===== config.mk =====
export PLATFORM = sky130hd
export DESIGN_NAME = lmb_ctrl
export DESIGN_NICKNAME = d
export VERILOG_FILES = /design/src/lmb_pkg.sv /design/src/lmb_wait_if.sv /design/src/lmb_wait_timer.sv /design/src/lmb_row_step.sv /design/src/lmb_ctrl.sv
export VERILOG_INCLUDE_DIRS = /design/src
export SDC_FILE = /design/constraint.sdc
export NUM_CORES = 2
export LEC_CHECK = 0
export ABC_AREA = 1
export BUFFER_PORTS_ARGS = -buffer_cell sky130_fd_sc_hd__buf_2
export CAP_MARGIN = 30
export CORE_ASPECT_RATIO = 1.4
export CORE_MARGIN = 2
export CORE_UTILIZATION = 54
export CTS_CLUSTER_SIZE = 12
export DETAILED_ROUTE_END_ITERATION = 10
export PLACE_DENSITY_LB_ADDON = 0.1
export SKIP_LAST_GASP = 1
export SLEW_MARGIN = 0
export SYNTH_ARGS = -nofsm -noshare
export SYNTH_HDL_FRONTEND = slang
export SYNTH_HIERARCHICAL = 1
export SYNTH_SLANG_ARGS = --single-unit

===== constraint.sdc =====
create_clock -name clock_i -period 9 [get_ports clock_i]
set_input_delay 0.45 -clock clock_i [delete_from_list [all_inputs] [get_ports clock_i]]
set_output_delay 0.45 -clock clock_i [all_outputs]
set_load 0.005 [all_outputs]

===== src/lmb_defines.svh =====
// Constant offsets, field positions, reset values and timing counts of the map/branch unit.
`ifndef LMB_DEFINES_SVH
`define LMB_DEFINES_SVH

// Number of program execution engines and of LED driver outputs.
`define LMB_ENGINES 3
`define LMB_LEDS 9
// Program memory rows; row addresses and step numbers run 0 to 95.
`define LMB_ROWS 96
`define LMB_LAST_ROW 7'h5f

// Register offsets seen by the host port.
`define LMB_REG_STATUS 8'h3a
`define LMB_REG_FADER_ONE 8'h48
`define LMB_REG_FADER_TWO 8'h49
`define LMB_REG_FADER_THREE 8'h4a

// Reset values of the host registers.
`define LMB_STATUS_RESET 8'h00
`define LMB_FADER_RESET 8'h00
// Value written to the PWM register of a mapped driver by an end with reset.
`define LMB_PWM_ZERO 8'h00

// Engine interrupt bits sit at the bottom of the status register, engine 1 in bit 0.
`define LMB_STATUS_ENG_LSB 0

// Instruction time: sixteen cycles of the 32768 Hz engine clock.
`define LMB_CLK_HZ 50000000
`define LMB_ENG_CLK_HZ 32768
`define LMB_INSTR_ENG_CYCLES 16
// Least time, so the cycle count rounds up.
`define LMB_INSTR_CYCLES \
  ((`LMB_CLK_HZ * `LMB_INSTR_ENG_CYCLES + `LMB_ENG_CLK_HZ - 1) / `LMB_ENG_CLK_HZ)
// Width of the instruction timer; 24415 cycles fit in 15 bits.
`define LMB_WAIT_W 15

`endif


===== src/lmb_pkg.sv =====
// Types shared by the map/branch unit and its helpers.
package lmb_pkg;

  // Decoded instruction kinds handed to the unit by the fetch stage.
  typedef enum logic [3:0] {
    LMB_OP_NONE,
    LMB_OP_MAP_PREV,
    LMB_OP_POINTER_STEP_BACK,
    LMB_OP_MAP_ADDR,
    LMB_OP_POINTER_JUMP,
    LMB_OP_TABLE_FIRST_ROW_SET,
    LMB_OP_TABLE_LAST_ROW_SET,
    LMB_OP_BRANCH_IMM,
    LMB_OP_BRANCH_VAR,
    LMB_OP_END_INT,
    LMB_OP_PWM_PUSH
  } lmb_op_t;

  // Row address or program counter value.
  typedef logic [6:0] lmb_row_t;

  // Engine execution state.
  typedef enum logic [1:0] {
    LMB_ENG_RUN,
    LMB_ENG_BUSY,
    LMB_ENG_HALT
  } lmb_eng_state_t;

endpackage : lmb_pkg


===== src/lmb_wait_if.sv =====
// Handshake between an engine and its instruction timer.
`timescale 1ns/10ps
`default_nettype none

interface lmb_wait_if;
  logic start; // One-cycle pulse that arms the timer.
  logic busy; // High while the timer runs.
  logic done; // One-cycle pulse in the first cycle after busy falls.

  // The engine side arms the timer and watches it.
  modport user (output start, input busy, input done);
  // The timer side counts.
  modport timer (input start, output busy, output done);
endinterface : lmb_wait_if

`default_nettype wire


===== src/lmb_wait_timer.sv =====
// Instruction timer that stretches one instruction over its fixed execution time.
`timescale 1ns/10ps
`default_nettype none

`include "lmb_defines.svh"

module lmb_wait_timer #(
  parameter int unsigned CYCLES = `LMB_INSTR_CYCLES
) (
  input wire logic clock_i,
  input wire logic resetn_i,
  lmb_wait_if.timer wt
);

  logic [`LMB_WAIT_W-1:0] left_reg; // Cycles still to run.
  logic done_reg; // Pulse in the first cycle with the count at zero.

  // Load on start, count down to zero otherwise.
  always_ff @(posedge clock_i) begin
    if (!resetn_i) begin
      left_reg <= '0;
    end else if (wt.start) begin
      left_reg <= CYCLES[`LMB_WAIT_W-1:0];
    end else if (left_reg != '0) begin
      left_reg <= left_reg - 1'b1;
    end
  end

  // The done pulse marks the cycle in which the count runs out.
  always_ff @(posedge clock_i) begin
    if (!resetn_i) begin
      done_reg <= 1'b0;
    end else begin
      done_reg <= (left_reg == `LMB_WAIT_W'(1)) && !wt.start;
    end
  end

  assign wt.busy = (left_reg != '0);
  assign wt.done = done_reg;

endmodule : lmb_wait_timer

`default_nettype wire


===== src/lmb_row_step.sv =====
// Steps a mapping table row back by one, wrapping from the first row to the last.
`timescale 1ns/10ps
`default_nettype none

module lmb_row_step (
  input wire lmb_pkg::lmb_row_t cur_i,
  input wire lmb_pkg::lmb_row_t first_i,
  input wire lmb_pkg::lmb_row_t last_i,
  output lmb_pkg::lmb_row_t prev_o
);

  // At the table start the step wraps to the table end, else it just decrements.
  assign prev_o = (cur_i == first_i) ? last_i : lmb_pkg::lmb_row_t'(cur_i - 7'h01);

endmodule : lmb_row_step

`default_nettype wire


===== src/lmb_ctrl.sv =====
// Map and branch instruction unit of the three program execution engines.
`timescale 1ns/10ps
`default_nettype none

`include "lmb_defines.svh"

// How it works
// - Map-previous activates preceding row, wrapping start to end.
// - No PWM push to new mapping until PWM op.
// - Released outputs follow their own PWM register.
// - Pointer step back moves only the index.
// - Map-address loads index and activates that row.
// - Pointer jump loads index without activating anything.
// - Branch loads program counter with step number.
// - Immediate count sets repeats; zero loops forever.
// - Variable count selects A, B, C or D.
// - Every loop keeps its own count, unlimited nesting.
// - Branch occupies sixteen engine clock cycles.
// - Interrupt pulls pin low and sets status bit.
// - Host read of status clears pending interrupts.
// - Interrupt field zero raises nothing; PWM follows reset field.
// - Interrupt field one clears counter and interrupts.
// - Reset field zero clears counter and halts.
// - Reset field one also zeroes mapped PWM registers.
// - Reset field one zeroes the engine's master fader.
// - Three independent engines, each mappable to nine LEDs.
// - Table first and last rows bound backward stepping.
module lmb_ctrl #(
  parameter int unsigned INSTR_CYCLES = `LMB_INSTR_CYCLES
) (
  input wire logic clock_i,
  input wire logic resetn_i,
  input wire logic instr_valid_i,
  input wire logic [1:0] instr_engine_i,
  input wire lmb_pkg::lmb_op_t instr_op_i,
  input wire logic [6:0] instr_addr_i,
  input wire logic [5:0] instr_loop_i,
  input wire logic [1:0] instr_var_sel_i,
  input wire logic instr_int_i,
  input wire logic instr_reset_i,
  input wire logic [2:0] engine_start_i,
  input wire logic [23:0] var_a_i,
  input wire logic [23:0] var_b_i,
  input wire logic [7:0] var_c_i,
  input wire logic [7:0] var_d_i,
  input wire logic [26:0] engine_leds_i,
  input wire logic [7:0] reg_addr_i,
  input wire logic reg_wr_i,
  input wire logic reg_rd_i,
  input wire logic [7:0] reg_wdata_i,
  output logic [7:0] reg_rdata_o,
  output logic int_n_o,
  output logic [20:0] pc_o,
  output logic [20:0] index_o,
  output logic [20:0] active_row_o,
  output logic [2:0] map_live_o,
  output logic [2:0] busy_o,
  output logic [2:0] halted_o,
  output logic [8:0] led_engine_drive_o,
  output logic [8:0] pwm_clear_o,
  output logic [23:0] fader_o
);

  // Per-engine events gathered for the shared registers.
  logic [2:0] irq_set; // Completion of an end with interrupt.
  logic [2:0] fader_zero; // Completion of an end with reset.
  logic [2:0] pwm_drive; // Mapping live and PWM push allowed.

  // Host-visible registers.
  logic [7:0] status_reg; // Engine interrupt bits.
  logic [7:0] status_next; // Next status value.
  logic [7:0] fader_one_reg, fader_two_reg, fader_three_reg; // Master faders of engines 1 to 3.

  genvar e;
  generate
    for (e = 0; e < `LMB_ENGINES; e++) begin : g_eng
      // Every engine owns its own copy of all of this state.
      lmb_pkg::lmb_row_t pc_reg; // Program counter.
      lmb_pkg::lmb_row_t idx_reg; // Mapping table index pointer.
      lmb_pkg::lmb_row_t act_reg; // Active mapping row.
      lmb_pkg::lmb_row_t first_reg, last_reg; // Mapping table first and last rows.
      lmb_pkg::lmb_row_t idx_prev, act_prev; // Index and active row stepped back.
      lmb_pkg::lmb_eng_state_t state_reg; // Run, timed or halted.
      logic map_live_reg; // A mapping row is active.
      logic hold_reg; // New mapping waits for a PWM instruction.
      logic end_int_reg, end_rst_reg; // Interrupt and reset fields of a pending end.
      logic end_pend_reg; // A timed end instruction is running.
      logic [`LMB_ROWS-1:0] loop_live_reg; // Loop armed at this branch row.
      logic [5:0] loop_left_mem [0:`LMB_ROWS-1]; // Jumps still to do per branch row.
      logic take, timed; // Instruction accepted this cycle, and whether it uses the timer.
      logic [7:0] var_val; // Selected loop count variable.
      logic [5:0] count, left; // Loop count of this branch and jumps still stored for its row.
      logic br_jump, br_arm, br_done; // Branch jumps, arms a counted loop, or falls through.
      lmb_pkg::lmb_row_t pc_inc; // Program counter plus one.
      lmb_wait_if wt ();

      // A halted or timed engine ignores the instruction port.
      assign take = instr_valid_i && (instr_engine_i == 2'(e))
                    && (state_reg == lmb_pkg::LMB_ENG_RUN);
      assign timed = take && ((instr_op_i == lmb_pkg::LMB_OP_BRANCH_IMM)
                    || (instr_op_i == lmb_pkg::LMB_OP_BRANCH_VAR)
                    || (instr_op_i == lmb_pkg::LMB_OP_END_INT));
      assign wt.start = timed;
      assign pc_inc = (pc_reg == `LMB_LAST_ROW) ? 7'h00 : lmb_pkg::lmb_row_t'(pc_reg + 7'h01);

      // Backward steps of the active row and of the index use two copies of one helper.
      lmb_row_step u_act_step (.cur_i(act_reg), .first_i(first_reg), .last_i(last_reg),
        .prev_o(act_prev));
      lmb_row_step u_idx_step (.cur_i(idx_reg), .first_i(first_reg), .last_i(last_reg),
        .prev_o(idx_prev));

      // Each timed instruction lasts sixteen engine clock cycles.
      lmb_wait_timer #(.CYCLES(INSTR_CYCLES)) u_timer (.clock_i(clock_i), .resetn_i(resetn_i),
        .wt(wt));

      // Loop count variable: A, B, C or D.
      always_comb begin
        unique case (instr_var_sel_i)
          2'd0: var_val = var_a_i[e*8 +: 8];
          2'd1: var_val = var_b_i[e*8 +: 8];
          2'd2: var_val = var_c_i;
          2'd3: var_val = var_d_i;
        endcase
      end

      // Branch decision. A loop count is stored per branch row, so nested
      // loops never share a counter; the cost is one small word per row.
      always_comb begin
        count = (instr_op_i == lmb_pkg::LMB_OP_BRANCH_VAR) ? var_val[5:0] : instr_loop_i;
        left = loop_left_mem[pc_reg];
        br_jump = 1'b0;
        br_arm = 1'b0;
        br_done = 1'b0;
        if (count == 6'h00) begin
          br_jump = 1'b1;
        end else if (!loop_live_reg[pc_reg]) begin
          br_jump = 1'b1;
          br_arm = 1'b1;
        end else if (left == 6'h00) begin
          br_done = 1'b1;
        end else begin
          br_jump = 1'b1;
        end
      end

      // Per-row loop counters, armed on the first pass and freed at the end.
      always_ff @(posedge clock_i) begin
        if (!resetn_i) begin
          loop_live_reg <= '0;
        end else if (timed && (instr_op_i != lmb_pkg::LMB_OP_END_INT)) begin
          if (br_arm) begin
            loop_live_reg[pc_reg] <= 1'b1;
          end else if (br_done) begin
            loop_live_reg[pc_reg] <= 1'b0;
          end
        end
      end

      // Counter storage holds no reset; a row is only read while armed.
      always_ff @(posedge clock_i) begin
        if (timed && (instr_op_i != lmb_pkg::LMB_OP_END_INT) && (count != 6'h00)) begin
          if (br_arm) begin
            loop_left_mem[pc_reg] <= count - 6'h01;
          end else if (!br_done) begin
            loop_left_mem[pc_reg] <= left - 6'h01;
          end
        end
      end

      // Program counter: branch target, cleared by an end, else next step.
      always_ff @(posedge clock_i) begin
        if (!resetn_i) begin
          pc_reg <= 7'h00;
        end else if (take) begin
          unique case (instr_op_i)
            lmb_pkg::LMB_OP_BRANCH_IMM, lmb_pkg::LMB_OP_BRANCH_VAR: begin
              pc_reg <= br_jump ? instr_addr_i : pc_inc;
            end
            lmb_pkg::LMB_OP_END_INT: pc_reg <= 7'h00;
            default: pc_reg <= pc_inc;
          endcase
        end
      end

      // Execution state: timed instructions stall the engine, an end halts it.
      always_ff @(posedge clock_i) begin
        if (!resetn_i) begin
          state_reg <= lmb_pkg::LMB_ENG_RUN;
        end else begin
          unique case (state_reg)
            lmb_pkg::LMB_ENG_RUN: if (timed) begin
              state_reg <= lmb_pkg::LMB_ENG_BUSY;
            end
            lmb_pkg::LMB_ENG_BUSY: if (wt.done) begin
              state_reg <= end_pend_reg ? lmb_pkg::LMB_ENG_HALT : lmb_pkg::LMB_ENG_RUN;
            end
            lmb_pkg::LMB_ENG_HALT: if (engine_start_i[e]) begin
              state_reg <= lmb_pkg::LMB_ENG_RUN;
            end
            default: state_reg <= lmb_pkg::LMB_ENG_RUN;
          endcase
        end
      end

      // Fields of a running end instruction, acted on when it completes.
      always_ff @(posedge clock_i) begin
        if (!resetn_i) begin
          end_pend_reg <= 1'b0;
          end_int_reg <= 1'b0;
          end_rst_reg <= 1'b0;
        end else if (timed) begin
          end_pend_reg <= (instr_op_i == lmb_pkg::LMB_OP_END_INT);
          end_int_reg <= instr_int_i;
          end_rst_reg <= instr_reset_i;
        end else if (wt.done) begin
          end_pend_reg <= 1'b0;
        end
      end

      // Interrupt field zero leaves the interrupt alone; reset field zero leaves every PWM value alone.
      assign irq_set[e] = wt.done && end_pend_reg && end_int_reg;
      assign fader_zero[e] = wt.done && end_pend_reg && end_rst_reg;

      // Mapping table bounds, index pointer and active row.
      always_ff @(posedge clock_i) begin
        if (!resetn_i) begin
          idx_reg <= 7'h00;
          act_reg <= 7'h00;
          first_reg <= 7'h00;
          last_reg <= 7'h00;
          map_live_reg <= 1'b0;
        end else if (take) begin
          unique case (instr_op_i)
            lmb_pkg::LMB_OP_MAP_PREV: begin
              act_reg <= act_prev;
              idx_reg <= act_prev;
              map_live_reg <= 1'b1;
            end
            lmb_pkg::LMB_OP_POINTER_STEP_BACK: idx_reg <= idx_prev;
            lmb_pkg::LMB_OP_MAP_ADDR: begin
              idx_reg <= instr_addr_i;
              act_reg <= instr_addr_i;
              map_live_reg <= 1'b1;
            end
            lmb_pkg::LMB_OP_POINTER_JUMP: idx_reg <= instr_addr_i;
            lmb_pkg::LMB_OP_TABLE_FIRST_ROW_SET: first_reg <= instr_addr_i;
            lmb_pkg::LMB_OP_TABLE_LAST_ROW_SET: last_reg <= instr_addr_i;
            default: ;
          endcase
        end
      end

      // A newly activated row holds off PWM pushes until a PWM instruction.
      always_ff @(posedge clock_i) begin
        if (!resetn_i) begin
          hold_reg <= 1'b0;
        end else if (take && ((instr_op_i == lmb_pkg::LMB_OP_MAP_PREV)
                   || (instr_op_i == lmb_pkg::LMB_OP_MAP_ADDR))) begin
          hold_reg <= 1'b1;
        end else if (take && (instr_op_i == lmb_pkg::LMB_OP_PWM_PUSH)) begin
          hold_reg <= 1'b0;
        end
      end

      assign pwm_drive[e] = map_live_reg && !hold_reg;

      // Per-engine observation outputs come from engine flip-flops; busy and halted are decoded from the state register.
      assign pc_o[e*7 +: 7] = pc_reg;
      assign index_o[e*7 +: 7] = idx_reg;
      assign active_row_o[e*7 +: 7] = act_reg;
      assign map_live_o[e] = map_live_reg;
      assign halted_o[e] = (state_reg == lmb_pkg::LMB_ENG_HALT);
      assign busy_o[e] = (state_reg == lmb_pkg::LMB_ENG_BUSY);
    end
  endgenerate

  // A status read clears only the bits it saw set; a new event wins.
  always_comb begin
    status_next = status_reg;
    if (reg_rd_i && (reg_addr_i == `LMB_REG_STATUS)) begin
      status_next = 8'h00;
    end
    status_next[`LMB_STATUS_ENG_LSB +: 3] = status_next[`LMB_STATUS_ENG_LSB +: 3] | irq_set;
  end

  // Status register update.
  always_ff @(posedge clock_i) begin
    if (!resetn_i) begin
      status_reg <= `LMB_STATUS_RESET;
    end else begin
      status_reg <= status_next;
    end
  end

  // The pin is low while any bit is set, from the same edge that sets it.
  always_ff @(posedge clock_i) begin
    if (!resetn_i) begin
      int_n_o <= 1'b1;
    end else begin
      int_n_o <= ~(|status_next);
    end
  end

  // Master faders: host writes, and an end with reset zeroes its own.
  always_ff @(posedge clock_i) begin
    if (!resetn_i) begin
      fader_one_reg <= `LMB_FADER_RESET;
      fader_two_reg <= `LMB_FADER_RESET;
      fader_three_reg <= `LMB_FADER_RESET;
    end else begin
      if (fader_zero[0]) fader_one_reg <= 8'h00;
      else if (reg_wr_i && (reg_addr_i == `LMB_REG_FADER_ONE)) fader_one_reg <= reg_wdata_i;
      if (fader_zero[1]) fader_two_reg <= 8'h00;
      else if (reg_wr_i && (reg_addr_i == `LMB_REG_FADER_TWO)) fader_two_reg <= reg_wdata_i;
      if (fader_zero[2]) fader_three_reg <= 8'h00;
      else if (reg_wr_i && (reg_addr_i == `LMB_REG_FADER_THREE)) fader_three_reg <= reg_wdata_i;
    end
  end

  assign fader_o = {fader_three_reg, fader_two_reg, fader_one_reg};

  // Read data is captured on the read strobe; other offsets read zero.
  always_ff @(posedge clock_i) begin
    if (!resetn_i) begin
      reg_rdata_o <= 8'h00;
    end else if (reg_rd_i) begin
      unique case (reg_addr_i)
        `LMB_REG_STATUS: reg_rdata_o <= status_reg;
        `LMB_REG_FADER_ONE: reg_rdata_o <= fader_one_reg;
        `LMB_REG_FADER_TWO: reg_rdata_o <= fader_two_reg;
        `LMB_REG_FADER_THREE: reg_rdata_o <= fader_three_reg;
        default: reg_rdata_o <= 8'h00;
      endcase
    end
  end

  // Per LED: driven by an engine only while mapped and released for PWM;
  // otherwise the driver keeps following its own PWM register.
  always_ff @(posedge clock_i) begin
    if (!resetn_i) begin
      led_engine_drive_o <= '0;
      pwm_clear_o <= '0;
    end else begin
      for (int l = 0; l < `LMB_LEDS; l++) begin
        led_engine_drive_o[l] <= (engine_leds_i[l] && pwm_drive[0])
                              || (engine_leds_i[9 + l] && pwm_drive[1])
                              || (engine_leds_i[18 + l] && pwm_drive[2]);
        pwm_clear_o[l] <= (engine_leds_i[l] && fader_zero[0])
                       || (engine_leds_i[9 + l] && fader_zero[1])
                       || (engine_leds_i[18 + l] && fader_zero[2]);
      end
    end
  end

endmodule : lmb_ctrl

`default_nettype wire


==> impl_metrics.sql <==
INSERT INTO impl_metrics (metric_group, metric, value, unit) VALUES
('status', 'run_status', 'completed', ''),
('timing', 'rsz0062_at_grt', 'false', ''),
('placed_design', 'place.port_buffers', '244', ''),
('timing', 'hold-worst-slack', '0.0240', 'ns'),
('detailed_routing', 'vias_per_cell', '5.81', ''),
('finish', 'area.growth.synth_to_final', '9.84', '%'),
('yosys', 'postSynthAreaPerCell', '9.49', 'µm²'),
('clock_tree', 'numCtsBuffers', '217', ''),
('timing', 'clock-skew-final', '0.0357', 'ns'),
('floorplan', 'core_region_area', '0.187', 'mm²'),
('placed_design', 'dp.final_hpwl', '168000', 'µm'),
('clock_tree', 'clk_latency', '0.87', 'ns'),
('global_route', 'antenna_found_initial', '7', ''),
('placed_design', 'placed_cells', '12900', ''),
('finish', 'postLayoutCellArea', '0.112', 'mm²'),
('floorplan', 'rows', '188', ''),
('detailed_routing', 'firstDrtPassIters', '8', ''),
('timing', 'slew_headroom', '23.8', '%'),
('timing', 'hold_violations', '0', ''),
('detailed_routing', 'post-route-drc-count', '0', ''),
('timing', 'fin_setup_tns', '0', 'ns'),
('global_route', 'grt_pass1_wl', '433000', 'µm'),
('floorplan', 'fp.dieArea', '0.192', 'mm²'),
('detailed_routing', 'vias', '77600', ''),
('clock_tree', 'cts.reportedPaths.clkPinSlew', '0.06', 'ns'),
('placed_design', 'place.gp.congestion', '0.915', ''),
('placed_design', 'dpl-instance-area', '0.105', 'mm²'),
('power', 'peakVddDrop', '239', 'µV'),
('clock_tree', 'clockRootBuffer', 'sky130_fd_sc_hd__clkbuf_16', ''),
('floorplan', 'die_width', '371', 'µm'),
('floorplan', 'die_height', '518', 'µm'),
('clock_tree', 'post_cts.resized_instances', '0', ''),
('timing', 'worst-slew-pin-transition', '1.14', 'ns'),
('finish', 'layout.cells.non_filler', '13300', ''),
('clock_tree', 'cts_tree', 'built', ''),
('yosys', 'ys_seq_area_share', '61.6', '%'),
('yosys', 'post_synth_and_or_nand_nor_area_fraction', '23.8', '%'),
('worst_hold_path', 'min_delay_worst_endpoint', 'g_eng[0].u_timer/left_reg[1]$_SDFFE_PN0P_', ''),
('yosys', 'synth_area', '0.102', 'mm²'),
('global_route', 'grt_overflow_total', '0', ''),
('setup_path', 'crit_path_top_delay_cell', 'sky130_fd_sc_hd__dfxtp_4', ''),
('clock_tree', 'htreeDepth', '4', ''),
('setup_path', 'setup.reg_to_reg.worst_slack', '2.43', 'ns'),
('timing', 'final-setup-viol-count', '0', ''),
('yosys', 'postSynthNetCount', '10900', ''),
('setup_path', 'worst_ep_arrival_time', '7.09', 'ns'),
('clock_tree', 'postCtsHoldBufs', '54', ''),
('yosys', 'synth-seq-cells', '2270', ''),
('finish', 'fin_nets', '10900', ''),
('yosys', 'yosys.area_share.xor_xnor', '0.742', '%'),
('yosys', 'syn_inst', '10700', ''),
('yosys', 'muxShareOfSynthArea', '0.0196', '%'),
('setup_path', 'critical-path-top-cell-by-count', 'sky130_fd_sc_hd__nand2_1', ''),
('power', 'leakage', '40.4', 'nW'),
('yosys', 'synth_adder_area_share', '0.221', '%'),
('global_route', 'grt_pass1_vias', '75200', ''),
('setup_path', 'slowest_delay', '0.96', 'ns'),
('setup_path', 'critical_path.startpoint_type', 'flop', ''),
('timing', 'timing.final.crit_share', '73.0', '%'),
('timing', 'clock.fmax', '152', 'MHz'),
('detailed_routing', 'wire_per_inst', '21.1', 'µm'),
('setup_path', 'worst-path-max-fanout', '175', ''),
('worst_hold_path', 'hp-class', 'in2reg', ''),
('global_route', 'grt_max_degree', '202', ''),
('setup_path', 'worst_r2r_endpoint', 'g_eng[0].loop_left_mem[21][4]$_DFFE_PP_', ''),
('worst_hold_path', 'hp-start', 'resetn_i', ''),
('setup_path', 'crit_path_cell_trace', 'inv_8 > buf_12 > nand2_1 > nand3_1 > nand3_1 > nand2_1 > nand2_1 > nand3_1 > nand3_1 > nand2_1 > nand2_1 > nand2_1 > nor2_1 > nand3_4 > nand3_2 > nand2_1 > nand2_4 > ha_1 > nand3_1 > xor2_4 > buf_4', ''),
('floorplan', 'initial_core_util', '54.3', '%'),
('global_route', 'total_routing_usage_gr', '28.9', '%'),
('clock_tree', 'ctsLongestPathBuffers', '3', ''),
('setup_path', 'critPathKind', 'reg2reg', '');
cell type report:
class                   count  area [µm²]
clock buffers             344        6110
diodes                      2        5.00
inverters                 681        2590
flip-flops and latches   2270       62800
fillers                 15800       75600
clock inverters            28         388
well taps                2470        3090
repair buffers            457        3420
multi-input cells        7089       33500
worst max path at each step:
stage,from,to,slack (ns),depth (start not counted)
2_1_floorplan,instr_var_sel_i[0],g_eng[1].loop_left_mem[0][2]$_DFFE_PP_,1.90,16
3_3_place_gp,flop,g_eng[0].loop_left_mem[74][4]$_DFFE_PP_,2.15,21
3_5_place_dp,flop,g_eng[0].loop_left_mem[16][4]$_DFFE_PP_,2.43,21
4_1_cts,flop,g_eng[0].loop_left_mem[42][4]$_DFFE_PP_,2.42,21
5_1_grt,flop,g_eng[0].loop_left_mem[19][4]$_DFFE_PP_,1.97,21
6_report,flop,g_eng[0].loop_left_mem[21][4]$_DFFE_PP_,2.43,21
cell usage after synthesis (all sizes together):
cell type / count / share of area (%)
nand2: 2898 / 11
edfxtp: 1728 / 51
nand3: 1391 / 7.2
o21ai: 768 / 3.8
nor2: 688 / 2.8
inv: 667 / 2.5
dfxtp: 542 / 11
a21oi: 457 / 2.3
buf: 374 / 2.1
clkbuf: 326 / 1.2
nor3: 323 / 1.6
nand4: 215 / 1.3
o221ai: 90 / 0.77
xnor2: 42 / 0.41
xor2: 34 / 0.34
o22ai: 28 / 0.17
o211ai: 27 / 0.20
a31oi: 23 / 0.14
a211oi: 21 / 0.15
ha: 18 / 0.22
a41oi: 16 / 0.14
o31ai: 15 / 0.11
clkinv: 14 / 0.052
or2: 7 / 0.043
a221oi: 6 / 0.052
o21a: 6 / 0.044
o21bai: 6 / 0.044
nor4: 4 / 0.025
a22oi: 2 / 0.015
mux2i: 2 / 0.020
a32oi: 1 / 0.0086
o2111ai: 1 / 0.0086
report_power, final:
part	internal, mW	total [mW]	switching [mW]	leakage (nW)
clock	4.69	8.58	3.89	3.13
sequential	11.5	11.7	0.134	19.9
combinational	0.760	2.84	2.08	17.3
total	17.0	23.1	6.11	40.4
placed cells by master (no fill, tap or decap), types with 28 or more instances in the layout:
cell type / n
sky130_fd_sc_hd__a21oi_1: 454
sky130_fd_sc_hd__buf_2: 254
sky130_fd_sc_hd__buf_4: 105
sky130_fd_sc_hd__clkbuf_1: 107
sky130_fd_sc_hd__clkbuf_16: 217
sky130_fd_sc_hd__dfxtp_1: 530
sky130_fd_sc_hd__dlygate4sd3_1: 54
sky130_fd_sc_hd__edfxtp_1: 1728
sky130_fd_sc_hd__inv_1: 618
sky130_fd_sc_hd__inv_2: 40
sky130_fd_sc_hd__nand2_1: 2838
sky130_fd_sc_hd__nand2_2: 36
sky130_fd_sc_hd__nand3_1: 1327
sky130_fd_sc_hd__nand3_2: 61
sky130_fd_sc_hd__nand4_1: 215
sky130_fd_sc_hd__nor2_1: 659
sky130_fd_sc_hd__nor3_1: 311
sky130_fd_sc_hd__o21ai_0: 625
sky130_fd_sc_hd__o21ai_1: 143
sky130_fd_sc_hd__o221ai_1: 90
sky130_fd_sc_hd__o22ai_1: 28
sky130_fd_sc_hd__xnor2_1: 33
cells by family (layout without fill, tap and decap cells):
kind of cell	Yosys count	in the layout
and+or+nand+nor	5526	5526
DFF	2270	2270
AOI/OAI and AO/OA	1467	1467
buffers and inverters	1381	1510
xor gates and xnor gates	76	76
adders and majority gates	18	18
muxes	2	2
other	0	2
metal layers:
metal,vias to the layer above,global-route usage (%),wire length [µm]
met4,8,12.2,12100
li1,36900,-,-
met1,37000,36.9,111000
met2,2983,48.0,136000
met5,-,0,48
met3,634,5.43,21900
per-stage QoR:
| stage | power [mW] | setup slack [ns] |
|---|---|---|
| finish | 23.1 | 2.43 |
| floorplan | 13.9 | 1.90 |
| global route | 23.9 | 1.97 |
| detailed placement | 14.7 | 2.43 |
| global placement | 14.6 | 2.15 |
| CTS | 23.1 | 2.42 |
worst max-delay path: cells and delay by family (launching register included):
family                   cells  cell delay (ns)
adder cells (fa/ha/maj)      1             0.33
flip-flops                   1             0.96
AND/OR/NAND/NOR             16             2.44
XOR/XNOR                     1             0.44
buffers and inverters        3             1.83
Power figures use the tool's default switching activity.
